File: src/logic/csf_pkg.sv
// Package: constants and carriers for the status word and block map
package csf_pkg;
  localparam int unsigned AW = 24;
  // Status word field positions
  localparam int unsigned STOP_EN_BIT = 15;
  localparam int unsigned MV_BIT      = 14;
  localparam int unsigned HC_BIT      = 13;
  localparam int unsigned EV_BIT      = 12;
  localparam int unsigned N_BIT       = 11;
  localparam int unsigned Z_BIT       = 10;
  localparam int unsigned V_BIT       = 9;
  localparam int unsigned C_BIT       = 8;
  localparam int unsigned IPM_LSB     = 5;
  localparam int unsigned SAT_BIT     = 4;
  localparam int unsigned PK_LSB      = 0;
  localparam logic [15:0] CCS_RESET   = 16'h00e0;
  localparam logic        MAP_RESET   = 1'b1;
  // Peripheral block placement
  localparam logic [11:0] BLK_TAG_LO  = 12'h7ff;
  localparam logic [11:0] BLK_TAG_HI  = 12'hfff;
  // Module groups: offset within block and size in bytes
  localparam logic [11:0] SYS_BASE = 12'ha00;
  localparam logic [11:0] SYS_SIZE = 12'h080;
  localparam logic [11:0] ADC_BASE = 12'h700;
  localparam logic [11:0] ADC_SIZE = 12'h040;
  localparam logic [11:0] SER_BASE = 12'hc00;
  localparam logic [11:0] SER_SIZE = 12'h200;
  localparam logic [11:0] TMR_BASE = 12'h900;
  localparam logic [11:0] TMR_SIZE = 12'h040;
  localparam logic [35:0] ACC_MAX_POS = 36'h7ffffffff;
  localparam logic [35:0] ACC_MAX_NEG = 36'h800000000;

  typedef struct packed {
    logic       stop_en;
    logic       mv;
    logic       hc;
    logic       ev;
    logic       n;
    logic       z;
    logic       v;
    logic       c;
    logic [2:0] ipm;
    logic       sat;
    logic [3:0] pk;
  } csf_ccs_s;

  typedef struct packed {
    logic sys;
    logic adc;
    logic ser;
    logic tmr;
  } csf_sel_s;

  // Flag update bundle from the arithmetic unit
  typedef struct packed {
    logic       valid;
    logic       nz_valid;
    logic [15:0] result;
    logic       is_byte;
    logic       carry;
    logic       ovf;
    logic       cv_valid;
    logic       half_valid;
    logic       half;
  } csf_alu_s;
endpackage : csf_pkg

File: src/logic/csf_status_map.sv
// Status word, block placement and module decode for the core
// Operation
// - Peripheral block sits at FFF000 when map bit set; no block hit when clear
// - After map bit cleared, internal modules unreachable until reset
// - Map bit resets to one and accepts a single write only
// - Upper address bits 23:20 copy bit 19 unless externally driven
// - Decode system, converter, serial and timer groups at fixed bases
// - Status word layout: stop, flags, priority mask, saturate, pc ext
// - Stop enable clear halts clocks on stop instruction, else no-op
// - Accumulator overflow flag set on overflow into bit 35
// - Half carry set on carry out of bit 3 in decimal add
// - Extension overflow flag set on overflow into bit 31
// - Negative set when operand or result msb is one
// - Zero set when operand or result is all zero
// - Overflow set on two's complement overflow
// - Carry set on carry or borrow, also used by shifts
// - Priority mask 0 to 7 blocks low priority interrupts
// - Saturated accumulator reads when saturate mode and overflow flag
// - Program counter extension joins pc for 20-bit address
// - Accumulator split into upper 35:16 and lower 15:0 parts
`timescale 1ns/1ps
`default_nettype none
module csf_status_map (
  input  wire logic              clk_in,
  input  wire logic              rst_n_in,
  input  wire logic              ccs_wr_in,
  input  wire logic [15:0]       ccs_wdata_in,
  input  wire csf_pkg::csf_alu_s alu_in,
  input  wire logic              mac_valid_in,
  input  wire logic [35:0]       mac_result_in,
  input  wire logic              mac_ovf35_in,
  input  wire logic              mac_ovf31_in,
  input  wire logic              xfer_rd_in,
  input  wire logic              stop_instr_in,
  input  wire logic              map_wr_in,
  input  wire logic              map_wdata_in,
  input  wire logic [15:0]       pc_in,
  input  wire logic [19:0]       core_addr_in,
  input  wire logic [3:0]        ext_addr_in,
  input  wire logic              ext_addr_drv_in,
  input  wire logic [2:0]        irq_level_in,
  output logic [15:0]            ccs_out,
  output logic [19:0]            fetch_addr_out,
  output logic [23:0]            bus_addr_out,
  output logic                   block_map_select_out,
  output logic                   blk_hit_out,
  output csf_pkg::csf_sel_s      sel_out,
  output logic [19:0]            acc_hi_out,
  output logic [15:0]            acc_lo_out,
  output logic                   clk_halt_out,
  output logic                   irq_take_out
);
  // ----------------------------------------------------------------
  // Synchronised external address drive
  // ----------------------------------------------------------------
  logic [4:0] ext_s1_r;
  logic [4:0] ext_s2_r;
  always_ff @(posedge clk_in or negedge rst_n_in) begin
    if (!rst_n_in) begin
      ext_s1_r <= 5'h00;
      ext_s2_r <= 5'h00;
    end else begin
      ext_s1_r <= {ext_addr_drv_in, ext_addr_in};
      ext_s2_r <= ext_s1_r;
    end
  end

  // ----------------------------------------------------------------
  // Status word
  // ----------------------------------------------------------------
  csf_pkg::csf_ccs_s ccs_r;
  csf_pkg::csf_ccs_s ccs_nxt;
  logic [35:0]       acc_r;
  logic              acc_sign_r;
  logic              map_r;
  logic              map_used_r;

  function automatic logic msb_of(input logic [15:0] v, input logic b);
    msb_of = b ? v[7] : v[15];
  endfunction : msb_of

  function automatic logic zero_of(input logic [15:0] v, input logic b);
    zero_of = b ? (v[7:0] == 8'h00) : (v == 16'h0000);
  endfunction : zero_of

  wire logic alu_n = msb_of(alu_in.result, alu_in.is_byte);
  wire logic alu_z = zero_of(alu_in.result, alu_in.is_byte);

  always_comb begin
    ccs_nxt = ccs_r;
    if (ccs_wr_in) begin
      ccs_nxt = csf_pkg::csf_ccs_s'(ccs_wdata_in);
    end
    if (alu_in.valid && alu_in.nz_valid) begin
      ccs_nxt.n = alu_n;
      ccs_nxt.z = alu_z;
    end
    if (alu_in.valid && alu_in.cv_valid) begin
      ccs_nxt.c = alu_in.carry;
      ccs_nxt.v = alu_in.ovf;
    end
    if (alu_in.valid && alu_in.half_valid) begin
      ccs_nxt.hc = alu_in.half;
    end
    // Hardware set wins over a software clear in the same cycle
    if (mac_valid_in && mac_ovf35_in) begin
      ccs_nxt.mv = 1'b1;
    end
    if (mac_valid_in && mac_ovf31_in) begin
      ccs_nxt.ev = 1'b1;
    end
  end

  always_ff @(posedge clk_in or negedge rst_n_in) begin
    if (!rst_n_in) begin
      ccs_r <= csf_pkg::csf_ccs_s'(csf_pkg::CCS_RESET);
    end else begin
      ccs_r <= ccs_nxt;
    end
  end

  // ----------------------------------------------------------------
  // Accumulator and saturated transfer
  // ----------------------------------------------------------------
  // Sign before overflow is captured from the last non-overflowing value
  always_ff @(posedge clk_in or negedge rst_n_in) begin
    if (!rst_n_in) begin
      acc_r      <= 36'h000000000;
      acc_sign_r <= 1'b0;
    end else if (mac_valid_in) begin
      acc_r <= mac_result_in;
      if (!ccs_r.mv && !ccs_r.ev) begin
        acc_sign_r <= acc_r[35];
      end
    end
  end

  wire logic        sat_now = ccs_r.sat && (ccs_r.mv || ccs_r.ev);
  wire logic [35:0] sat_val = acc_sign_r ? csf_pkg::ACC_MAX_NEG
                                         : csf_pkg::ACC_MAX_POS;
  wire logic [35:0] acc_view = (xfer_rd_in && sat_now) ? sat_val
                                                       : acc_r;

  // ----------------------------------------------------------------
  // Block map bit, single write
  // ----------------------------------------------------------------
  always_ff @(posedge clk_in or negedge rst_n_in) begin
    if (!rst_n_in) begin
      map_r      <= csf_pkg::MAP_RESET;
      map_used_r <= 1'b0;
    end else if (map_wr_in && !map_used_r) begin
      map_r      <= map_wdata_in;
      map_used_r <= 1'b1;
    end
  end

  // ----------------------------------------------------------------
  // Address formation and decode
  // ----------------------------------------------------------------
  wire logic [3:0]  upper = ext_s2_r[4] ? ext_s2_r[3:0]
                                        : {4{core_addr_in[19]}};
  wire logic [23:0] full_addr = {upper, core_addr_in};
  wire logic [11:0] blk_tag = map_r ? csf_pkg::BLK_TAG_HI
                                    : csf_pkg::BLK_TAG_LO;
  // Core only reaches the high block; clearing the bit orphans the modules
  wire logic        blk_hit = map_r && (full_addr[23:12] == blk_tag);
  wire logic [11:0] off = full_addr[11:0];

  function automatic logic in_grp(input logic [11:0] a,
                                  input logic [11:0] base,
                                  input logic [11:0] size);
    in_grp = (a >= base) && (a < base + size);
  endfunction : in_grp

  csf_pkg::csf_sel_s sel;
  assign sel.sys = blk_hit && in_grp(off, csf_pkg::SYS_BASE,
                                     csf_pkg::SYS_SIZE);
  assign sel.adc = blk_hit && in_grp(off, csf_pkg::ADC_BASE,
                                     csf_pkg::ADC_SIZE);
  assign sel.ser = blk_hit && in_grp(off, csf_pkg::SER_BASE,
                                     csf_pkg::SER_SIZE);
  assign sel.tmr = blk_hit && in_grp(off, csf_pkg::TMR_BASE,
                                     csf_pkg::TMR_SIZE);

  // Level 7 bypasses the mask so it can never be locked out
  wire logic irq_ok = (irq_level_in == 3'h7) ||
                      (irq_level_in > ccs_r.ipm);
  wire logic halt = stop_instr_in && !ccs_r.stop_en;

  // ----------------------------------------------------------------
  // Registered outputs
  // ----------------------------------------------------------------
  always_ff @(posedge clk_in or negedge rst_n_in) begin
    if (!rst_n_in) begin
      ccs_out              <= 16'h0000;
      fetch_addr_out       <= 20'h00000;
      bus_addr_out         <= 24'h000000;
      block_map_select_out <= 1'b1;
      blk_hit_out          <= 1'b0;
      sel_out              <= '0;
      acc_hi_out           <= 20'h00000;
      acc_lo_out           <= 16'h0000;
      clk_halt_out         <= 1'b0;
      irq_take_out         <= 1'b0;
    end else begin
      ccs_out              <= ccs_r;
      fetch_addr_out       <= {ccs_r.pk, pc_in};
      bus_addr_out         <= full_addr;
      block_map_select_out <= map_r;
      blk_hit_out          <= blk_hit;
      sel_out              <= sel;
      acc_hi_out           <= acc_view[35:16];
      acc_lo_out           <= acc_view[15:0];
      clk_halt_out         <= halt;
      irq_take_out         <= irq_ok && (irq_level_in != 3'h0);
    end
  end

  // ----------------------------------------------------------------
  // Checks
  // ----------------------------------------------------------------
  a_map_once: assert property (@(posedge clk_in) disable iff (!rst_n_in)
    map_used_r |=> $stable(map_r)) else $error("map bit rewritten");
  a_map_hide: assert property (@(posedge clk_in) disable iff (!rst_n_in)
    !map_r |-> !blk_hit) else $error("modules reachable");
  a_blk_high: assert property (@(posedge clk_in) disable iff (!rst_n_in)
    (map_r && full_addr[23:12] == 12'hfff) |=> blk_hit_out)
    else $error("high block missed");
  a_upper_copy: assert property (@(posedge clk_in) disable iff (!rst_n_in)
    !ext_s2_r[4] |=> bus_addr_out[23:20] == {4{bus_addr_out[19]}})
    else $error("upper lines wrong");
  a_sys_sel: assert property (@(posedge clk_in) disable iff (!rst_n_in)
    (blk_hit && off[11:7] == 5'h14) |=> sel_out.sys)
    else $error("system group miss");
  a_stop_halt: assert property (@(posedge clk_in) disable iff (!rst_n_in)
    (stop_instr_in && !ccs_r.stop_en) |=> clk_halt_out)
    else $error("stop not halted");
  a_mv_set: assert property (@(posedge clk_in) disable iff (!rst_n_in)
    (mac_valid_in && mac_ovf35_in) |=> ccs_r.mv ##1 ccs_out[14])
    else $error("mv not set");
  a_ev_set: assert property (@(posedge clk_in) disable iff (!rst_n_in)
    (mac_valid_in && mac_ovf31_in) |=> ccs_r.ev)
    else $error("ev not set");
  a_zero_flag: assert property (@(posedge clk_in) disable iff (!rst_n_in)
    (alu_in.valid && alu_in.nz_valid && !alu_in.is_byte
     && alu_in.result == 16'h0000) |=> ccs_r.z && !ccs_r.n)
    else $error("zero flag wrong");
  a_nmi_take: assert property (@(posedge clk_in) disable iff (!rst_n_in)
    irq_level_in == 3'h7 |=> irq_take_out)
    else $error("level 7 dropped");
  a_sat_read: assert property (@(posedge clk_in) disable iff (!rst_n_in)
    (xfer_rd_in && sat_now && !acc_sign_r) |=>
      {acc_hi_out, acc_lo_out} == 36'h7ffffffff)
    else $error("no saturation");
  // Negative sign before overflow must pick the most negative value
  a_sat_neg: assert property (@(posedge clk_in) disable iff (!rst_n_in)
    (xfer_rd_in && sat_now && acc_sign_r) |=>
      {acc_hi_out, acc_lo_out} == 36'h800000000)
    else $error("no negative saturation");
  // Plain reads must show the accumulator untouched, halves in place
  a_acc_split: assert property (@(posedge clk_in) disable iff (!rst_n_in)
    !xfer_rd_in |=> {acc_hi_out, acc_lo_out} == $past(acc_r))
    else $error("accumulator halves wrong");

  // ----------------------------------------------------------------
  // Flag and status word checks
  // ----------------------------------------------------------------
  // Software write lands whole when no hardware update competes
  a_ccs_write: assert property (@(posedge clk_in) disable iff (!rst_n_in)
    (ccs_wr_in && !alu_in.valid && !mac_valid_in) |=>
      ccs_r == $past(ccs_wdata_in))
    else $error("status write lost");
  a_neg_flag: assert property (@(posedge clk_in) disable iff (!rst_n_in)
    (alu_in.valid && alu_in.nz_valid && !alu_in.is_byte
     && alu_in.result[15]) |=> ccs_r.n && !ccs_r.z)
    else $error("negative flag wrong");
  // Byte operations judge zero on the low byte only
  a_zero_byte: assert property (@(posedge clk_in) disable iff (!rst_n_in)
    (alu_in.valid && alu_in.nz_valid && alu_in.is_byte
     && alu_in.result[7:0] == 8'h00) |=> ccs_r.z)
    else $error("byte zero flag wrong");
  a_half_flag: assert property (@(posedge clk_in) disable iff (!rst_n_in)
    (alu_in.valid && alu_in.half_valid) |=> ccs_r.hc == $past(alu_in.half))
    else $error("half carry wrong");
  a_carry_flag: assert property (@(posedge clk_in) disable iff (!rst_n_in)
    (alu_in.valid && alu_in.cv_valid) |=> ccs_r.c == $past(alu_in.carry))
    else $error("carry flag wrong");
  a_ovf_flag: assert property (@(posedge clk_in) disable iff (!rst_n_in)
    (alu_in.valid && alu_in.cv_valid) |=> ccs_r.v == $past(alu_in.ovf))
    else $error("overflow flag wrong");
  a_fetch_addr: assert property (@(posedge clk_in) disable iff (!rst_n_in)
    1'b1 |=> fetch_addr_out == {$past(ccs_r.pk), $past(pc_in)})
    else $error("fetch address wrong");

  // ----------------------------------------------------------------
  // Interrupt, stop and decode checks
  // ----------------------------------------------------------------
  // A masked level below 7 must never slip through
  a_irq_mask: assert property (@(posedge clk_in) disable iff (!rst_n_in)
    (irq_level_in != 3'h7 && irq_level_in <= ccs_r.ipm) |=> !irq_take_out)
    else $error("masked request taken");
  a_stop_nop: assert property (@(posedge clk_in) disable iff (!rst_n_in)
    (stop_instr_in && ccs_r.stop_en) |=> !clk_halt_out)
    else $error("stop halted when disabled");
  a_low_block: assert property (@(posedge clk_in) disable iff (!rst_n_in)
    !map_r |=> !blk_hit_out)
    else $error("low block reachable");
  a_ext_drive: assert property (@(posedge clk_in) disable iff (!rst_n_in)
    ext_s2_r[4] |=> bus_addr_out[23:20] == $past(ext_s2_r[3:0]))
    else $error("external upper lines lost");
  a_adc_sel: assert property (@(posedge clk_in) disable iff (!rst_n_in)
    (blk_hit && off[11:6] == 6'h1c) |=> sel_out.adc)
    else $error("converter group miss");
  a_ser_sel: assert property (@(posedge clk_in) disable iff (!rst_n_in)
    (blk_hit && off[11:9] == 3'h6) |=> sel_out.ser)
    else $error("serial group miss");
  a_tmr_sel: assert property (@(posedge clk_in) disable iff (!rst_n_in)
    (blk_hit && off[11:6] == 6'h24) |=> sel_out.tmr)
    else $error("timer group miss");

  c_map_clear: cover property (@(posedge clk_in) disable iff (!rst_n_in)
    map_wr_in && !map_wdata_in && !map_used_r);
  c_sat: cover property (@(posedge clk_in) disable iff (!rst_n_in)
    xfer_rd_in && sat_now);
  c_ser: cover property (@(posedge clk_in) disable iff (!rst_n_in) sel.ser);
  c_halt: cover property (@(posedge clk_in) disable iff (!rst_n_in) halt);
  c_nmi: cover property (@(posedge clk_in) disable iff (!rst_n_in)
    irq_level_in == 3'h7 && ccs_r.ipm == 3'h7);
endmodule : csf_status_map
`default_nettype wire

File: config.mk
export PLATFORM = sky130hd
export DESIGN_NAME = csf_status_map
export DESIGN_NICKNAME = d
export VERILOG_FILES = /design/src/logic/csf_pkg.sv /design/src/logic/csf_status_map.sv
export SDC_FILE = /design/constraint.sdc
export NUM_CORES = 1
export LEC_CHECK = 0
export ABC_AREA = 1
export ABC_CLOCK_PERIOD_IN_PS = 1600
export BUFFER_PORTS_ARGS = -buffer_cell sky130_fd_sc_hd__buf_2
export CORE_UTILIZATION = 48
export DETAILED_ROUTE_END_ITERATION = 12
export PLACE_DENSITY = 0.89
export SLEW_MARGIN = 20
export SYNTH_ARGS = -nofsm -noshare
export SYNTH_HDL_FRONTEND = slang
export SYNTH_SLANG_ARGS = --single-unit
File: constraint.sdc
create_clock -name clk_in -period 1.6 [get_ports clk_in]
set_clock_uncertainty 0.2 [all_clocks]
set_input_delay 0.08 -clock clk_in [delete_from_list [all_inputs] [get_ports clk_in]]
set_output_delay 0.08 -clock clk_in [all_outputs]
set_load 0.03 [all_outputs]
======== Yosys cells after proc, flatten, opt, wreduce, memory -nomap -nowiden ========
Index checks and enable logic that the tools add are counted.
storage, ports and cells
  register bits after elaboration ......... 169
  input bits .............................. 130
cells by class
  magnitude comparators ................... 9
  eq/ne operators ......................... 2
  multiplexer cells ....................... 12
  reduce and logical (&&, ||, !) cells .... 35
operator list
  kind                  number
  $mux 36               2
  $ge 12x12->1 const B  3
  $lt 12x12->1 const B  3
  $logic_and 1x1->1     20
  $logic_not 16->1      1
  $mux 15               1
  $eq 12x12->1          1
  $ge 12x11->1 const B  1
  $lt 12x11->1 const B  1
  $mux 12               1
  $reduce_bool 2->1     5
  $logic_not 8->1       1
  $mux 1                5
  $logic_not 1->1       4
  $mux 2                2
  $mux 4                1
  $eq 3x3->1 const B    1
  $gt 3x3->1            1
  $reduce_bool 3->1     1
  $logic_or 1x1->1      2
  $reduce_and 2->1      1

======== Longest topological paths before layout ========
Gate-level depths: netlist of the first run.
  depth after elaboration ................. 4
  depth in mapped cells ................... 6
  depth with buffers taken out ............ 6

======== Worst setup path after synthesis of the first run ========
Ideal clock, no wire load.
  path kind ............................... reg2reg
  start ................................... register ccs_r[7] (netlist bit)
  end ..................................... register irq_take_out
  setup time .............................. 0.124 ns
  data arrival time ....................... 1.098 ns
  setup slack ............................. 0.178 ns
  stages on the path, launching flop included .. 7
  path buffers ............................ 0
  period minus slack after synthesis ...... 1.422 ns
  path through ............................ dfstp_2 inv_1 ha_1 a21oi_1 nand2_1 nand2_1 a21oi_1
on the way
  longest elaborated chain between the ends .. 3
RTL lines
  element                 line                   RTL
  start, declared         csf_status_map.sv:71   csf_pkg::csf_ccs_s ccs_r;
  start signal, assigned  csf_status_map.sv:116  ccs_r <= csf_pkg::csf_ccs_s'(csf_pkg::CCS_RESET);
  start signal, assigned  csf_status_map.sv:118  ccs_r <= ccs_nxt;
  $gt 3x3->1              csf_status_map.sv:187  (irq_level_in > ccs_r.ipm);
  $logic_or 1x1->1        csf_status_map.sv:186  wire logic irq_ok = (irq_level_in == 3'h7) ||
  $logic_and 1x1->1       csf_status_map.sv:215  irq_take_out <= irq_ok && (irq_level_in != 3'h0);
  end signal, assigned    csf_status_map.sv:215
  end, declared           csf_status_map.sv:51   output logic irq_take_out
No other way between the ends.
A chain may end at the register's enable or synchronous reset.

======== Worst setup path in the final report of the first run ========
  start ................................... input port alu_in[2] (netlist bit)
  end ..................................... register ccs_r[8] (netlist bit)
on the way
  longest elaborated chain between the ends .. 2
  elaborated cells on any way between the ends .. 3
RTL lines
  element                                      line                  RTL
  start, declared                              csf_status_map.sv:28  input wire csf_pkg::csf_alu_s alu_in,
  $logic_and 1x1->1 *                          csf_status_map.sv:98  if (alu_in.valid && alu_in.cv_valid) begin
  $mux 2 or $reduce_bool 2->1 (tied branches)  n/a
Every way passes the cells marked *; elsewhere a longest branch is shown, timed or not.

==> impl_metrics.tcl, run 1 <==
set metrics [dict create \
    status "finished, violations left" \
    failed_checks "hold timing, setup timing" \
    critPathSlowestCell "dlygate4sd3_1" \
    synth_fp_nets 607 \
    use_met2 0.540 \
    fill_cells 588 \
    die_height_um 111 \
    grt_use_total 0.299 \
    rows 39 \
    wl_um 17900 \
    drc 0 \
    path_clk_slew_ps 60 \
    numPortBuffers 233 \
    antenna_left 0 \
    drive_gt1_frac 0.354 \
    cts_buffers 17 \
    dp_hpwl_um 8490 \
    setup_viol 1 \
    grt_pass1_wl_um 27900 \
    setup_ws_ps -17.7 \
    start_kind "input port" \
    ys_ff_latch 165 \
    finalCriticalPeriod_ps 1620 \
    cts_max_path_buffers 2 \
    critical_path_class "input port to register" \
    ys_types 24 \
    setup_tns_ps -17.7 \
    seq_area_um2 4140 \
    reg2reg_to "irq_take_out$_DFF_PN0_" \
    max_freq_ghz 0.618 \
    p_leak_nw 4.69 \
    syn_area_um2 5680 \
    hold_path_end "ccs_r[10]$_DFFE_PN0P_" \
    syn_inst 474 \
    core_um2 11500 \
    use_met1 0.323 \
    hold_viol 1 \
    grt_overflow 0 \
    vias_per_cell 4.98 \
    grt_busiest_layer "met2" \
    grt_max_degree 72 \
    arrival_ps 1690 \
    whs_ps -65.8 \
    p_per_area_nw_per_um2 1130 \
    ff2ff_setup_slack_ps 60 \
    first_global_vias 5481 \
    critPathCaptureType "register" \
    dieArea_um2 12300 \
    hold_depth 6 \
    nNetsFinal 1010 \
    area_delta_synth_final_pct 62.8 \
    path_max_fanout 3 \
    initial_utilization 0.495 \
    maxSlewViolCount 0 \
    hold_start "alu_in[19]" \
    cts_root_buf "clkbuf_16" \
    maxCapViolCount 0 \
    required_ps 1680 \
    post-place-ws_ps 97.5 \
    ios 234 \
    r2r-start "ccs_r[6]$_DFFE_PN1P_" \
    wl_per_cell_um 17.3 \
    place.gp.congestion 0.821 \
    drt_first_pass_iters 5 \
    grtUsageMet3 0.0585 \
    multi_input_area_um2 1250 \
    vdd_drop_max_v 0.00124 \
    r2r_cells 6 \
    max_slew_margin 0.712 \
    die_x_um 111 \
    hold_class "input port to register" \
    cts.sinks 165 \
    max_stage_delay_ps 600 \
    worstMarginPinSlew_ps 431 \
    seq_area_frac_synth 0.728 \
    crit_chain "dlygate4sd3_1 -> buf_2 -> nand2_1 -> dlygate4sd3_1 -> nand3_1 -> nand3_1" \
    fin_crit_sh 1.01 \
    cts_tree "yes" \
    antenna_found_initial 2 \
    clk_latency_ps 410 \
    htreeDepth 4 \
    drtIter0Drc 371 \
    post_cts_buffers 0 \
    yosys_warnings 0 \
    avgSynthCellArea_um2 12.0 \
    dr_total_vias 5150 \
]
## per-layer routing
metal  share of wire  routed length [um]  vias to the layer above
met5               0                   0                        -
met4           0.053                 952                        0
met3           0.060                1080                       78
met2            0.54                9690                      283
met1            0.35                6220                     2489
li1                -                   -                     2300
## cell usage in the layout, fill, tap and decap left out, types with 17 or more instances in the layout
| cell type | synthesis | layout |
|---|---|---|
| buf_2 | 7 | 232 |
| clkbuf_16 | 0 | 17 |
| dfrtp_1 | 160 | 160 |
| dlygate4sd3_1 | 0 | 161 |
| inv_1 | 52 | 50 |
| nand2_1 | 98 | 97 |
| nand3_1 | 17 | 17 |
| nor2_1 | 23 | 21 |
| o21ai_0 | 45 | 44 |
| o21ai_2 | 30 | 30 |
## critical path: cells and delay by family
kind | cells | cell delay (ps)
buffers and inverters | 3 | 1280
and+or+nand+nor | 3 | 330
## registers in the layout (all words and copies together), names as in the netlist, 4 cells and up
name and count:
ext_s1_r 5, acc_hi_out 20, sel_out 4, acc_r 36
ccs_r 16, bus_addr_out 24, fetch_addr_out 19, ccs_out 13
ext_s2_r 5, acc_lo_out 16
## where the power goes
part           internal (W)  switching [W]
sequential          0.00455       0.000144
clock               0.00233        0.00152
combinational      0.000754        0.00118
total               0.00763        0.00284
## cell usage after synthesis
cell type    n  share of area
nand3b_1     1         0.0013
nand2_4      1         0.0020
buf_4        8          0.011
clkbuf_1     3         0.0020
nand4_1      1         0.0011
nand2_1     98          0.065
nand2_2      1         0.0011
nor2_8       1         0.0035
inv_1       52          0.034
a21oi_1      4         0.0035
ha_1         3         0.0066
nand3_1     17          0.015
o21ai_2     30          0.046
nor2_4       1         0.0020
dfrtp_1    160           0.71
buf_6        3         0.0059
o21ai_0     45          0.040
a31oi_1      2         0.0022
nor2_1      23          0.015
a22oi_1      2         0.0026
o21a_1       1         0.0013
nor3_1       5         0.0044
buf_2        7         0.0062
dfstp_2      5          0.023
## kinds of logic (layout without fill, tap and decap cells)
kind of cell | after synthesis | count (layout) | synth area share
other | 0 | 2 | 0
AND/OR/NAND/NOR | 149 | 149 | 0.110
flip-flops | 165 | 165 | 0.728
adder cells (fa/ha/maj) | 3 | 3 | 0.00661
buffers and inverters | 73 | 489 | 0.0591
AO/OA/AOI/OAI | 84 | 84 | 0.0956
## layout make-up
type / count / area share
clock buffers: 26 / 0.0508
diodes: 2 / 0.000541
repair buffers: 405 / 0.317
flip-flops and latches: 165 / 0.447
well taps: 143 / 0.0194
inverters: 52 / 0.0211
clock inverters: 6 / 0.00866
multi-input cells: 236 / 0.135
## what timing repair did
| action | in CTS | in global routing |
|---|---|---|
| resized for setup | 0 | 11 |
| hold buffers | 160 | 7 |
| endpoints found under the setup margin | 0 | 3 |
| hold endpoints to repair | 272 | 1 |
## per-stage QoR
stage / cell area, um^2 / cells / total power [W] / util
2_1_floorplan: 5680 / 474 / 0.00565 / -
3_3_place_gp: 7030 / 839 / 0.00622 / 0.613
3_5_place_dp: 7030 / 839 / 0.00627 / 0.613
4_1_cts: 9180 / 1031 / 0.0104 / 0.800
5_1_grt: 9250 / 1035 / 0.0108 / 0.806
6_report: 9250 / 1035 / 0.0105 / 0.806
## worst max path at each step
stage	end	from	slack [ps]
floorplan	irq_take_out$_DFF_PN0_	ccs_r[7]$_DFFE_PN1P_	180
global placement	irq_take_out$_DFF_PN0_	ccs_r[7]$_DFFE_PN1P_	140
detailed placement	irq_take_out$_DFF_PN0_	ccs_r[7]$_DFFE_PN1P_	100
CTS	ccs_r[10]$_DFFE_PN0P_	alu_in[22]	70
global route	irq_take_out$_DFF_PN0_	ccs_r[6]$_DFFE_PN1P_	-30
finish	ccs_r[8]$_DFFE_PN0P_	alu_in[2]	-20
Power figures use the tool's default switching activity.
==> run 2: changes to the inputs <==
--- a/config.mk
+++ b/config.mk
@@ -11,6 +11,7 @@
 export CORE_UTILIZATION = 48
 export DETAILED_ROUTE_END_ITERATION = 12
 export PLACE_DENSITY = 0.89
+export SETUP_SLACK_MARGIN = 0.4
 export SLEW_MARGIN = 20
 export SYNTH_ARGS = -nofsm -noshare
 export SYNTH_HDL_FRONTEND = slang
==> run 2 against run 1 <==
Against the previous run:
- core utilization up 8.6 points
- clock-buffer cell count is 2 lower
- setup slack got worse by 15 ps
- sequential power increased by 2%
- largest cell class unchanged
- critical path type is now register to register
- the run still ends with hold timing, setup timing left
- hold slack got worse by 7.4 ps
- sequential share of layout area down 4.3 points
- global-route usage is 6.3 points higher
==> impl_metrics.tcl, run 2 (synthesis results as in run 1) <==
set metrics [dict create \
    fin_crit_sh 1.02 \
    maxCapViolCount 0 \
    final_core_util 0.892 \
    dieArea_um2 12300 \
    wl_per_cell_um 21.3 \
    max_flop_register "acc_r" \
    reg2reg_to "irq_take_out$_DFF_PN0_" \
    cts_root_buf "clkbuf_16" \
    place.gp.congestion 0.800 \
    dr_total_vias 5364 \
    critPathCaptureType "register" \
    critical_path_class "register to register" \
    first_global_vias 5901 \
    area_delta_synth_final_pct 80.2 \
    max_slew_margin 0.668 \
    largest_register_ffs 36 \
    fill_cells 411 \
    numPortBuffers 233 \
    initial_utilization 0.495 \
    path_max_fanout 3 \
    grt_pass1_wl_um 33200 \
    r2r_cells 6 \
    finalCriticalPeriod_ps 1630 \
    required_ps 1750 \
    p_leak_nw 5.04 \
    vias_per_cell 5.23 \
    power.switching_w 0.00326 \
    setup_tns_ps -32.9 \
    swShare 0.282 \
    final_common_cell "dfrtp_1" \
    status "finished, violations left" \
    cts_max_path_buffers 2 \
    drc 0 \
    hold_path_end "acc_r[23]$_DFFE_PN0P_" \
    cts_tree "yes" \
    drtIter0Drc 512 \
    rsz0062_at_grt "yes" \
    max_freq_ghz 0.612 \
    dp_hpwl_um 8750 \
    design_area_um2 10200 \
    pwr-share-comb 0.217 \
    critPathSlowestCell "dfstp_2" \
    p_per_area_nw_per_um2 1130 \
    crit_chain "inv_2 -> ha_4 -> nand3b_1 -> nand2_2 -> nand2_2 -> a21oi_2" \
    setup_viol 1 \
    cts_buffers 17 \
    core_um2 11500 \
    setup_ws_ps -32.9 \
    r2r-start "ccs_r[7]$_DFFE_PN1P_" \
    antenna_found_initial 1 \
    top_regs "acc_r x36, bus_addr_out x24, acc_hi_out x20" \
    arrival_ps 1780 \
    die_x_um 111 \
    cts.sinks 165 \
    antenna_left 0 \
    hold_depth 3 \
    hold_start "mac_valid_in" \
    worstMarginPinSlew_ps 498 \
    ff2ff_setup_slack_ps -30 \
    grt_overflow 0 \
    drt_first_pass_iters 7 \
    cpMostUsedCell "nand2_2" \
    max_stage_delay_ps 540 \
    layout_common_cells "160 x dfrtp_1, 128 x buf_2, 126 x dlygate4sd3_1, 109 x buf_6, 96 x nand2_1" \
    multi_input_area_um2 1430 \
    rows 39 \
    seq_area_um2 4140 \
    failed_checks "hold timing, setup timing" \
    path_clk_slew_ps 60 \
    drive_gt1_frac 0.410 \
    pwr-share-clk 0.369 \
    hold_class "input port to register" \
    vdd_drop_max_v 0.00118 \
    p_seq_frac 0.414 \
    nNetsFinal 1002 \
    postPlaceCellArea_um2 7080 \
    p_int_w 0.00830 \
    die_height_um 111 \
    wl_um 21900 \
    grt_use_total 0.362 \
    start_kind "register" \
    whs_ps -73.2 \
    maxSlewViolCount 0 \
    hold_viol 32 \
    grt_max_degree 52 \
    clk_latency_ps 430 \
    ios 234 \
    htreeDepth 4 \
]
[run 2: cell count changes in the layout (fill, tap and decap cells not counted), sizes merged]
cell / delta
diode: -1
clkinv: -2
clkbuf: -2
dlygate4sd3: -35
buf: +27
clkinvlp: +5
inv: -1
dlymetal6s4s: -1
bufinv: +1
[run 2: per-layer routing]
metal  share of wire  wire (um)  up-vias  global-route usage
li1                -          -     2292                   -
met1            0.33       7300     2661               0.373
met2            0.54      11900      320               0.665
met3           0.073       1590       91               0.102
met4           0.049       1070        0               0.188
met5               0          0        -                   0
[run 2: power by group through the flow]
stage,Combinational (W),Clock (W),Sequential [W]
after global placement,0.00151,0,0.00473
after detailed placement,0.00155,0,0.00475
after global routing,0.00262,0.00448,0.00480
final,0.00251,0.00427,0.00478
after floorplan,0.000462,0,0.00521
after CTS,0.00226,0.00417,0.00474
[run 2: worst max path at each step]
stage | cells after the start | to | slack, ps | startpoint
after floorplan | 6 | irq_take_out$_DFF_PN0_ | 240 | ccs_r[7]$_DFFE_PN1P_
after CTS | 6 | irq_take_out$_DFF_PN0_ | 90 | ccs_r[7]$_DFFE_PN1P_
final | 6 | irq_take_out$_DFF_PN0_ | -30 | ccs_r[7]$_DFFE_PN1P_
after global placement | 5 | acc_hi_out[3]$_DFF_PN0_ | 200 | ccs_r[14]$_DFFE_PN0P_
after detailed placement | 6 | irq_take_out$_DFF_PN0_ | 130 | ccs_r[7]$_DFFE_PN1P_
after global routing | 6 | irq_take_out$_DFF_PN0_ | -80 | ccs_r[7]$_DFFE_PN1P_
[run 2: critical path: cells and delay by family, from the launching register on]
family / cells / cell delay (ps)
buffers and inverters: 1 / 50
flip-flops: 1 / 540
AND/OR/NAND/NOR: 3 / 330
AO/OA/AOI/OAI: 1 / 150
adder cells (fa/ha/maj): 1 / 280
[run 2: cell type report]
| class | instances | area share |
|---|---|---|
| Antenna cell | 1 | 0.000245 |
| Clock buffer | 24 | 0.0471 |
| Sequential cell | 165 | 0.404 |
| Clock inverter | 8 | 0.0120 |
| Timing Repair inverter | 1 | 0.000489 |
| Tap cell | 143 | 0.0175 |
| Inverter | 52 | 0.0194 |
| Timing Repair Buffer | 396 | 0.359 |
| Multi-Input combinational cell | 236 | 0.140 |
[run 2: stage by stage]
| stage | total power [W] | setup slack, ps | hold WS (ps) | std cells |
|---|---|---|---|---|
| after detailed placement | 0.00629 | 126 | -137 | 842 |
| after CTS | 0.0112 | 88.3 | -98.5 | 1017 |
| after global routing | 0.0119 | -75.0 | -18.2 | 1026 |
| after floorplan | 0.00567 | 243 | -416 | 474 |
| final | 0.0116 | -32.9 | -73.2 | 1026 |
| after global placement | 0.00624 | 196 | -146 | 842 |
[run 2: what timing repair did]
item,in CTS,in global routing
endpoints found under the hold margin,270,18
resized for setup,240,30
buffers inserted,10,7
cloned,7,1
hold buffers,126,1
endpoints found under the setup margin,146,161
pin swaps,6,7
==> run 3: changes to the inputs <==
==> constraint.sdc (replaced) <==
create_clock -name clk_in -period 1.6 [get_ports clk_in]
set_clock_uncertainty 0.2 [all_clocks]
set_input_delay 0.4 -clock clk_in [delete_from_list [all_inputs] [get_ports clk_in]]
set_output_delay 0.4 -clock clk_in [all_outputs]
set_load 0.03 [all_outputs]
==> run 3 against run 2 <==
Against the previous run:
- the run still ends with hold timing, setup timing left
- setup slack got worse by 44 ps
- clock power barely moved
- clock-buffer cell count fell by 7
- non-clock buffer count fell by 46
- via count fell by 7.3%
- die area did not move
- hold slack got worse by 280 ps
- critical path depth fell by 5
- sequential share of layout area rose by 2.4 points
- cell area fell by 5.4%
- combinational power fell by 8%
==> impl_metrics.tcl, run 3 (synthesis results as in run 1) <==
set metrics [dict create \
    wl_um 18900 \
    grt_busiest_layer "met2" \
    critPathCaptureType "output port" \
    initial_utilization 0.495 \
    placed_cells 846 \
    drc 0 \
    design_area_um2 9680 \
    final_core_util 0.844 \
    antenna_left 0 \
    hold_class "input port to asynchronous set/reset pin" \
    postPlaceCellArea_um2 7110 \
    die_x_um 111 \
    die_height_um 111 \
    grtUsageMet3 0.0727 \
    clk_latency_ps 430 \
    grt_pass1_wl_um 28500 \
    maxSlewViolCount 0 \
    crit_buf_inv 1 \
    r2r-start "ccs_r[7]$_DFFE_PN1P_" \
    pwr-share-comb 0.205 \
    cts_max_path_buffers 2 \
    use_met1 0.303 \
    dr_total_vias 4971 \
    pwr-share-clk 0.376 \
    crit_chain "buf_6" \
    first_global_vias 5495 \
    cts_root_buf "clkbuf_16" \
    use_met2 0.602 \
    finalNonFillerCells 980 \
    numPortBuffers 233 \
    top_regs "acc_r x36, bus_addr_out x24, acc_hi_out x20" \
    p_seq_frac 0.420 \
    cts_buffers 17 \
    critPathLaunch "block_map_select_out$_DFF_PN1_" \
    antenna_found_initial 2 \
    final_common_cell "dfrtp_1" \
    grt_overflow 0 \
    layout_common_cells "156 x dfrtp_1, 128 x buf_2, 117 x buf_6, 97 x nand2_1, 76 x dlygate4sd3_1" \
    rsz0062_at_grt "yes" \
    status "finished, violations left" \
    rows 39 \
    critPathSlowestCell "dfstp_2" \
    failed_checks "hold timing, setup timing" \
    ctsHoldBuffers 79 \
    ff2ff_setup_slack_ps 150 \
    drive_gt1_frac 0.446 \
    p_per_area_nw_per_um2 1170 \
    path_clk_slew_ps 70 \
    place.gp.congestion 0.814 \
    vias_per_cell 5.07 \
    cts_tree "yes" \
    max_freq_ghz 0.596 \
    p_int_w 0.00811 \
    ios 234 \
    dp_hpwl_um 9060 \
    grt_max_degree 48 \
    power.switching_w 0.00325 \
    cts.sinks 165 \
    wl_per_cell_um 19.3 \
    area_delta_synth_final_pct 70.5 \
    maxCapViolCount 0 \
    setup_viol 6 \
    htreeDepth 4 \
    required_ps 1000 \
    dieArea_um2 12300 \
    worstMarginPinSlew_ps 316 \
    path_delay_family "flip-flops" \
    arrival_ps 1080 \
    r2r_cells 6 \
    p_leak_nw 4.82 \
    swShare 0.286 \
    hold_viol 142 \
    vdd_drop_max_v 0.00132 \
    setup_tns_ps -145 \
    grt_use_total 0.316 \
    drtIter0Drc 314 \
    path_max_fanout 1 \
    reg2reg_to "irq_take_out$_DFF_PN0_" \
    critical_path_class "register to output port" \
    drt_first_pass_iters 4 \
    finalCriticalPeriod_ps 1680 \
    max_slew_margin 0.790 \
    largest_register_ffs 36 \
    start_kind "register" \
    whs_ps -353 \
    max_flop_register "acc_r" \
    setup_ws_ps -76.5 \
    fin_crit_sh 1.05 \
    max_stage_delay_ps 530 \
    nNetsFinal 955 \
    core_um2 11500 \
]
==> run 3: cell types whose count changed in the layout (fill, tap and decap cells not counted), moves of 3 or more <==
cell | previous run | this run
o21ai_4 | 12 | 9
clkbuf_8 | 3 | 0
buf_6 | 109 | 117
inv_6 | 0 | 7
dlygate4sd3_1 | 126 | 76
dfrtp_2 | 0 | 4
clkbuf_1 | 4 | 0
dfrtp_1 | 160 | 156
buf_12 | 12 | 7
buf_16 | 7 | 4
==> run 3: worst max path at each step <==
stage                               end  slack (ps)  depth (start not counted)
2_1_floorplan    irq_take_out$_DFF_PN0_         240                          6
3_3_place_gp   acc_lo_out[15]$_DFF_PN0_         200                          6
3_5_place_dp     irq_take_out$_DFF_PN0_         170                          6
4_1_cts            block_map_select_out         -90                          1
5_1_grt            block_map_select_out        -110                          1
6_report           block_map_select_out         -80                          1
==> run 3: per-stage QoR <==
| step | power (W) | setup slack [ps] |
|---|---|---|
| final | 0.0114 | -76.5 |
| after global routing | 0.0117 | -106 |
| after CTS | 0.0111 | -89.7 |
| after detailed placement | 0.00631 | 171 |
| after global placement | 0.00626 | 200 |
| after floorplan | 0.00568 | 243 |
==> run 3: power by group through the flow <==
stage / logic [W] / clock network, W / registers, W
finish: 0.00232 / 0.00427 / 0.00477
floorplan: 0.000471 / 0 / 0.00521
global route: 0.00245 / 0.00447 / 0.00479
CTS: 0.00215 / 0.00425 / 0.00474
detailed placement: 0.00156 / 0 / 0.00475
global placement: 0.00153 / 0 / 0.00473
==> run 3: cell type report <==
class	count	area [um^2]
diodes	2	5.00
clock buffers	17	425
clock inverters	15	191
fillers	546	1790
inverters	52	195
multi-input cells	236	1410
flip-flops and latches	165	4140
well taps	143	179
repair buffers	350	3140
==> run 3: repair_timing <==
action                                 in CTS  in global routing
resized for setup                         244                 26
endpoints found under the hold margin     219                 72
cloned                                      4                  0
buffers inserted                           11                  7
setup endpoints to repair                 146                156
pin swaps                                   7                 13
==> run 3: per-layer routing <==
layer,part of all wire,vias up
li1,-,2197
met1,0.33,2466
met2,0.57,236
met3,0.048,72
met4,0.050,0
met5,0,-
